==> src/ovr_map.svh <==
// Purpose: constants for the output overvoltage fault response block
// Assumes: 100 MHz clock
// Notes:   offsets are byte command codes of the management port
`ifndef OVR_MAP_SVH
`define OVR_MAP_SVH
`define OVR_CFG_CMD       8'h41
`define OVR_CFG_RESET     8'hb8
`define OVR_CODE_PULLDOWN 8'h00
`define OVR_CODE_OFF      8'h80
`define OVR_CODE_RETRY    8'hb8
`define OVR_RESP_MSB      7
`define OVR_RESP_LSB      6
`define OVR_RETRY_MSB     5
`define OVR_RETRY_LSB     3
`define OVR_DLY_MSB       2
`define OVR_DLY_LSB       0
`define OVR_STEP_NS       10000
`define OVR_CLK_NS        10
`define OVR_STEP_CYC      (`OVR_STEP_NS / `OVR_CLK_NS)
`define OVR_RETRY_MS      350
`define OVR_RETRY_CYC     (`OVR_RETRY_MS * 100000)
`endif

==> src/ovr_pkg.sv <==
// Purpose: types for the output overvoltage fault response block
// Assumes: nothing
// Notes:   state codes are one-hot
package ovr_pkg;
   typedef enum logic [3:0] {
      OVR_RUN   = 4'h1,
      OVR_DEGL  = 4'h2,
      OVR_OFF   = 4'h4,
      OVR_WAIT  = 4'h8
   } ovr_state_t;
   typedef struct packed {
      logic status_byte_ov;
      logic status_word_vout;
      logic status_vout_ov;
   } ovr_flags_t;
endpackage

==> src/ovr_timer.sv <==
// Purpose: loadable down counter with done flag
// Assumes: single clock
// Notes:   done is high while the count is zero and not loading
`timescale 1ns/10ps
module ovr_timer import ovr_pkg::*; #(
   parameter int W = 32
) (
   // clock and reset
   input  wire logic         clk,
   input  wire logic         reset,
   // control
   input  wire logic         load,
   input  wire logic [W-1:0] value,
   input  wire logic         run,
   // status
   output logic              done
);
   logic [W-1:0] cnt_q;   // remaining cycles

   // count down while running, hold at zero
   always_ff @(posedge clk or posedge reset) begin
      if (reset) begin
         cnt_q <= '0;
      end else if (load) begin
         cnt_q <= value;
      end else if (run && cnt_q != '0) begin
         cnt_q <= cnt_q - W'(1);
      end
   end
   assign done = (cnt_q == '0) && !load;
endmodule

==> src/ovr_resp.sv <==
// Purpose: output overvoltage fault response for one channel
// Assumes: management port writes are one-cycle strobes on clk
// Notes:   comparator and run inputs come from pins, synchronised; op_on is used as is
//
// Functional notes
// - fault sets summary, word and vout flags
// - alert asserted on fault unless masked
// - code 00 pulls output down only
// - code 80 disables output, restarts only on off-on or reset command
// - code b8 disables and retries without limit
// - code 4n deglitched shutdown, no retry
// - code 78+n deglitched shutdown, then retries
// - other codes ignored, raise comm fault
// - byte: response, retry, delay fields
// - response 01 runs for delay first
// - response 10 disables output immediately
// - response 11 unsupported, comm fault
// - flag sticky until clear, off-on, power
// - delay counts ten microsecond steps
// - retry field: never or unlimited
// - retry 000 means no restart
// - retry timer starts at fault detection
`timescale 1ns/10ps
`include "ovr_map.svh"
module ovr_resp import ovr_pkg::*; #(
   parameter int RETRY_CYC = `OVR_RETRY_CYC,   // retry interval
   parameter int STEP_CYC  = `OVR_STEP_CYC     // one delay step
) (
   // clock and reset
   input  wire logic       clk,
   input  wire logic       reset,
   // management port
   input  wire logic       wr_en,
   input  wire logic [7:0] wr_cmd,
   input  wire logic [7:0] wr_data,
   input  wire logic       clear_faults,
   input  wire logic       reset_cmd,
   output logic [7:0]      cfg_rd,
   output logic            cml_fault,
   // channel control
   input  wire logic       ov_pin,
   input  wire logic       run_pin,
   input  wire logic       op_on,
   input  wire logic       other_fault_off,
   input  wire logic       alert_mask,
   // outputs
   output ovr_flags_t      flags,
   output logic            alert_n,
   output logic            out_enable,
   output logic            top_off,
   output logic            bot_on
);
   // ==========================================================
   // input synchronisers
   logic [1:0] ov_s_q, run_s_q;   // two-stage sync chains
   logic       ov, run_on, on_q, on_cmd, on_fall;
   always_ff @(posedge clk or posedge reset) begin
      if (reset) begin
         ov_s_q  <= 2'h0;
         run_s_q <= 2'h0;
      end else begin
         ov_s_q  <= {ov_s_q[0], ov_pin};
         run_s_q <= {run_s_q[0], run_pin};
      end
   end
   assign ov     = ov_s_q[1];
   assign run_on = run_s_q[1];
   assign on_cmd = run_on && op_on;   // combined on request
   // remember on request to spot on-then-off
   always_ff @(posedge clk or posedge reset) begin
      if (reset) on_q <= 1'b0;
      else       on_q <= on_cmd;
   end
   assign on_fall = on_q && !on_cmd;

   // ==========================================================
   // configuration byte
   logic [7:0] cfg_q;      // stored response
   logic       legal;      // written value is a listed code
   logic [1:0] resp;
   logic [2:0] retry, dly;
   always_comb begin
      legal = (wr_data == `OVR_CODE_PULLDOWN) ||
              (wr_data == `OVR_CODE_OFF) ||
              (wr_data == `OVR_CODE_RETRY) ||
              (wr_data[7:3] == 5'h08) ||    // 0x40..0x47
              (wr_data[7:3] == 5'h0f);      // 0x78..0x7f
   end
   // illegal values are dropped, the stored byte stays
   always_ff @(posedge clk or posedge reset) begin
      if (reset) begin
         cfg_q <= `OVR_CFG_RESET;
      end else if (wr_en && wr_cmd == `OVR_CFG_CMD && legal) begin
         cfg_q <= wr_data;
      end
   end
   // response 11 is never legal, so it faults too
   always_ff @(posedge clk or posedge reset) begin
      if (reset) cml_fault <= 1'b0;
      else       cml_fault <= wr_en && wr_cmd == `OVR_CFG_CMD
                              && !legal;
   end
   assign cfg_rd = cfg_q;
   assign resp   = cfg_q[`OVR_RESP_MSB:`OVR_RESP_LSB];
   assign retry  = cfg_q[`OVR_RETRY_MSB:`OVR_RETRY_LSB];
   assign dly    = cfg_q[`OVR_DLY_MSB:`OVR_DLY_LSB];

   // ==========================================================
   // state machine
   ovr_state_t st_q;
   logic       degl_done, rt_load, rt_done, step_q_done;
   logic [31:0] step_cnt_q;   // cycles inside one 10 us step
   logic [2:0]  steps_q;      // whole steps seen so far
   logic        degl_hit;     // persistence reached
   logic        restart;      // leave off by command or reset
   assign restart  = on_fall || reset_cmd;
   assign degl_hit = (steps_q == dly);   // n steps elapsed
   assign step_q_done = (step_cnt_q == 32'(STEP_CYC - 1));

   // 10 us step counter, restarts when ov goes away
   always_ff @(posedge clk or posedge reset) begin
      if (reset) begin
         step_cnt_q <= 32'h0;
         steps_q    <= 3'h0;
      end else if (st_q != OVR_DEGL || !ov) begin
         step_cnt_q <= 32'h0;
         steps_q    <= 3'h0;
      end else if (step_q_done) begin
         step_cnt_q <= 32'h0;
         if (!degl_hit) steps_q <= steps_q + 3'h1;
      end else begin
         step_cnt_q <= step_cnt_q + 32'h1;
      end
   end
   assign degl_done = degl_hit;
   // retry timer loads at fault detection
   assign rt_load = (st_q == OVR_RUN) && ov && resp != 2'h0;
   ovr_timer #(.W(32)) u_retry (
      .clk   (clk),
      .reset (reset),
      .load  (rt_load),
      .value (32'(RETRY_CYC)),
      .run   (1'b1),
      .done  (rt_done)
   );

   // fault response sequencing
   always_ff @(posedge clk or posedge reset) begin
      if (reset) begin
         st_q <= OVR_RUN;
      end else begin
         unique case (st_q)
            OVR_RUN: begin
               if (ov && resp == 2'h1) st_q <= OVR_DEGL;
               else if (ov && resp == 2'h2) st_q <= OVR_OFF;
            end
            OVR_DEGL: begin
               if (!ov) st_q <= OVR_RUN;
               else if (degl_done) st_q <= OVR_OFF;
            end
            OVR_OFF: begin
               if (restart) st_q <= OVR_RUN;
               else if (other_fault_off) st_q <= OVR_OFF;
               else if (retry != 3'h0) st_q <= OVR_WAIT;
               // retry 000 stays off
            end
            OVR_WAIT: begin
               if (restart || !on_cmd) st_q <= OVR_RUN;
               else if (other_fault_off) st_q <= OVR_OFF;
               else if (rt_done && !ov) st_q <= OVR_RUN;
            end
            default: st_q <= OVR_RUN;
         endcase
      end
   end
   // output off while shut down, pulldown while above limit and not shut down
   always_ff @(posedge clk or posedge reset) begin
      if (reset) begin
         out_enable <= 1'b1;
         top_off    <= 1'b0;
         bot_on     <= 1'b0;
      end else begin
         out_enable <= (st_q == OVR_RUN) || (st_q == OVR_DEGL);
         top_off    <= ov;
         bot_on     <= ov && st_q != OVR_OFF && st_q != OVR_WAIT;
      end
   end

   // ==========================================================
   // sticky status flags; set wins over clear
   always_ff @(posedge clk or posedge reset) begin
      if (reset) begin
         flags <= '0;
      end else if (ov) begin
         flags <= '1;
      end else if (clear_faults || on_fall) begin
         flags <= '0;
      end
   end
   // alert follows the sticky flag unless masked
   always_ff @(posedge clk or posedge reset) begin
      if (reset) alert_n <= 1'b1;
      else       alert_n <= !((flags.status_vout_ov || ov) && !alert_mask);
   end

   // ==========================================================
   a_flag_sticky: assert property (@(posedge clk) disable iff (reset)
      $rose(ov) |=> flags.status_vout_ov)
      else $error("ov flag not set");
   a_alert_rise: assert property (@(posedge clk) disable iff (reset)
      (ov && !alert_mask) |=> !alert_n)
      else $error("alert missing");
   a_bad_write: assert property (@(posedge clk) disable iff (reset)
      (wr_en && wr_cmd == `OVR_CFG_CMD && wr_data[7:6] == 2'h3)
      |=> cml_fault && $stable(cfg_q))
      else $error("bad code accepted");
   a_cfg_keep: assert property (@(posedge clk) disable iff (reset)
      (wr_en && !legal) |=> cfg_q == $past(cfg_q))
      else $error("cfg changed on illegal write");
   a_immed_off: assert property (@(posedge clk) disable iff (reset)
      (st_q == OVR_RUN && ov && resp == 2'h2) |=> ##1 !out_enable)
      else $error("no immediate shutdown");
   a_no_retry: assert property (@(posedge clk) disable iff (reset)
      (st_q == OVR_OFF && retry == 3'h0 && !restart)
      |=> st_q == OVR_OFF)
      else $error("restart with retry 000");
   a_pulldown: assert property (@(posedge clk) disable iff (reset)
      (resp == 2'h0 && ov) |=> top_off && out_enable)
      else $error("pulldown mode shut down");
   a_degl_reset: assert property (@(posedge clk) disable iff (reset)
      (st_q == OVR_DEGL && !ov) |=> steps_q == 3'h0)
      else $error("deglitch count kept");
endmodule

==> config.mk <==
export PLATFORM = sky130hd
export DESIGN_NAME = ovr_resp
export DESIGN_NICKNAME = d
export VERILOG_FILES = /design/src/ovr_pkg.sv /design/src/ovr_timer.sv /design/src/ovr_resp.sv
export VERILOG_INCLUDE_DIRS = /design/src
export SDC_FILE = /design/constraint.sdc
export NUM_CORES = 1
export LEC_CHECK = 0
export BUFFER_PORTS_ARGS = -buffer_cell sky130_fd_sc_hd__buf_2
export CAP_MARGIN = 20
export CORE_MARGIN = 8
export CORE_UTILIZATION = 45
export CTS_CLUSTER_SIZE = 24
export DETAILED_ROUTE_END_ITERATION = 12
export GPL_TIMING_DRIVEN = 0
export HOLD_SLACK_MARGIN = 0.12
export PLACE_DENSITY = 0.68
export RECOVER_POWER = 100
export SLEW_MARGIN = 10
export SYNTH_ARGS = -nofsm -noshare
export SYNTH_HDL_FRONTEND = slang
export SYNTH_SLANG_ARGS = --single-unit
==> constraint.sdc <==
create_clock -name clk -period 4.9 [get_ports clk]
set_input_delay 0.98 -clock clk [delete_from_list [all_inputs] [get_ports clk]]
set_output_delay 0.98 -clock clk [all_outputs]
set_load 0.01 [all_outputs]
==> run metrics <==
Hold Crit Class register to register; Die Width 115.9 um; peak supply drop 0.0001920 V; post-cts hold buffer count 0; Yosys warning count 0; clk_lat worst skew 0.36 ns; FMAX 0.3131 GHz; Critical Path, Cell by Cell inv_1 > ha_1 > or3b_2 > nor2_1 > and3_1 > clkbuf_1 > nand3_1 > or4_1 > a21oi_1; std cell rows 36; fin. max-slew vios 0; RSZ-0062 raised after global routing no; syn avg cell area 10.31 um^2; die height 115.9 um; Tot GR Track Use 14.60%; Post-CTS Setup Inserts 0; Yosys cell types 57; Clk Tree Root Cell clkbuf_8; Primary FF master, synth dfrtp_1; synthesized net count 465; # nets final 518; Worst Skew 0.01874 ns; DR pass1 iterations 4; Core ar. 0.009729 mm^2; Final Util 51.40%; Max-cap violations 0; CTS sink cnt 90; DRT antenna net count 0; Worst setup SP type register; Bufs on Longest Clock Path 2; status completed; starting density of the core 46.19%; CP arrival 3.48 ns; H-tree depth 3; Final WS setup 1.706 ns; Syn-to-layout area delta 11.28%; # IOs 42; Area contributors post-synth dfrtp_1 (46%), xor2_1 (6.2%), nor2_1 (5.0%); CTS tree done; dpl hpwl 6416 um; routed vias 3358; I/O Buffers 41; asr flop ratio synth 100.0%; cts bufs inserted 9; setup TNS 0 ns; die area 0.01344 mm^2; CP Capture Type register; share of cells above drive strength 1 14.37%; final WL 9024 um; vias in the first global route 3393; PostCTS Resize Cnt 0; Synth top area share 46.21%; Remaining DRCs 0; Post-Place Worst Slack 2.049 ns; gr ovfl total 0; crit path max fanout 9; Crit-path slowest cell or4_1; Cell Pwr Density 408.4 mW/mm^2; antenna cell count 0; cell area after synthesis 0.004494 mm^2; largest net degree at the start of global routing 61; class of the most critical setup path register to register; first-pass GRT wire length 15990 um; Period minus WS final 3.194 ns; sequential area share after synthesis 50.31%; Syn Inst Count 436; max incr delay on CP 0.51 ns; Finish-stage setup viols 0; initial antenna violation count 0; GP Congestion 0.7858; Post-synth EDFFs 0; cell accounting for the most synthesized area dfrtp_1; Starting DRT DRC Count 153; Final Hold Vio Count 0; WL/cell 14.39 um; Clk pin slew, worst setup/hold paths 0.10 ns; via/cell ratio 5.356; Pleak 2.139 nW; Max-slew headroom 6.287%; period utilization 65.18%; critical path required time 5.19 ns; Least-Margin Pin Slew 1.398 ns; flops & latches, synth 90
## layer usage
metal  global-route usage [%]  vias to the layer above  routed length (um)
li1                         -                     1658                   -
met3                    3.022                        8                 296
met5                        0                        -                   0
met1                    18.12                     1646                4203
met2                    24.86                       46                4421
met4                    4.494                        0                 102
## worst max-delay path: cells and delay by family, from the launching register on
family / cells / cell delay [ns]
buffers and inverters: 2 / 0.44
AND/OR/NAND/NOR: 5 / 1.95
AO/OA/AOI/OAI: 1 / 0.14
adder cells (fa/ha/maj): 1 / 0.15
flip-flops: 1 / 0.44
## synthesized netlist by cell type (all sizes together) (2+ instances only)
| master | number |
|---|---|
| or2 | 3 |
| a211oi | 6 |
| or4 | 6 |
| a2111oi | 8 |
| nor2 | 61 |
| nor3b | 3 |
| nand2b | 3 |
| xnor2 | 23 |
| and2 | 2 |
| o31ai | 4 |
| nand4 | 9 |
| o21bai | 2 |
| nand2 | 29 |
| dfstp | 7 |
| clkbuf | 10 |
| o22ai | 2 |
| or3 | 13 |
| nor4 | 11 |
| o21ai | 13 |
| xor2 | 32 |
| and3 | 10 |
| nand3b | 2 |
| inv | 6 |
| a21oi | 11 |
| and4 | 4 |
| o41ai | 2 |
| buf | 6 |
| mux2 | 8 |
| o211ai | 2 |
| nand4b | 2 |
| nor2b | 3 |
| ha | 3 |
| nand3 | 22 |
| nor3 | 12 |
| dfrtp | 83 |
## where the power goes
| part | switching, mW | internal (mW) |
|---|---|---|
| Sequential | 0.117 | 0.863 |
| Combinational | 0.327 | 0.237 |
| Clock | 0.299 | 0.200 |
## worst paths after layout
check | startpoint | to | slack (ns) | cells past startpoint
setup / recovery | u_retry.cnt_q[0] | u_retry.cnt_q[30] | 1.71 | 9
hold / removal | ov_s_q[0] | ov_s_q[1] | 0.36 | 0
setup reg to reg | u_retry.cnt_q[0] | u_retry.cnt_q[30] | 1.71 | 9
hold reg to reg | ov_s_q[0] | ov_s_q[1] | 0.36 | 0
max in group asynchronous | reset | out_enable | 3.09 | 3
min in group asynchronous | reset | step_cnt_q[12] | 0.92 | 2
## stage by stage
step / power [mW] / cells / area, um^2 / hold WS, ns
floorplan: 1.457 / 436 / 4494 / 0.3312
global placement: 1.587 / 610 / 4866 / 0.3331
detailed placement: 1.613 / 611 / 4896 / 0.3355
CTS: 2.116 / 627 / 5087 / 0.3572
global route: 2.176 / 627 / 5001 / 0.3628
finish: 2.043 / 627 / 5001 / 0.3563
## cell usage in the layout, fill, tap and decap left out, types with 3 or more instances in the layout
cell type	synthesis	final
nor2b_1	3	3
nand2_1	29	29
nand3_1	21	22
nand4_1	9	9
clkbuf_8	0	9
xnor2_1	23	23
and3_1	9	9
clkbuf_1	10	23
or3_1	12	12
o31ai_1	4	4
inv_8	0	3
nor2_1	60	61
mux2_2	8	8
nor4_1	11	11
a2111oi_0	0	7
nor3_1	12	12
ha_1	3	3
nand2b_1	3	3
inv_1	6	5
dfrtp_1	83	83
a21oi_1	11	11
and4_1	4	4
a211oi_1	6	6
buf_2	1	30
xor2_1	32	32
o21ai_0	13	13
or4_1	5	5
dfstp_1	0	5
## layout make-up
cell class	instances	area (um^2)
Sequential cell	90	2261
Timing Repair Buffer	42	217.7
Buffer	16	83.83
Fill cell	935	4728
Clock buffer	9	123.9
Tap cell	133	166.4
Clock inverter	7	67.56
Inverter	6	23.77
Multi-Input combinational cell	324	2057
## kinds of logic after synthesis
kind of cell | count (synthesis) | synth area share (%)
XOR/XNOR | 55 | 10.72
adder cells (fa/ha/maj) | 3 | 0.8353
AO/OA/AOI/OAI | 58 | 9.828
flip-flops | 90 | 50.31
multiplexers | 9 | 2.227
AND/OR/NAND/NOR | 199 | 23.64
buffers and inverters | 22 | 2.450
## state kept, by name, summed over array words and instances (netlist names), 2 cells and up
signal / count
run_s_q: 2
ov_s_q: 2
steps_q: 3
u_retry.cnt_q: 32
cfg_rd: 8
step_cnt_q: 32
st_q: 4
Note: power is estimated with default switching activity, not from simulation.
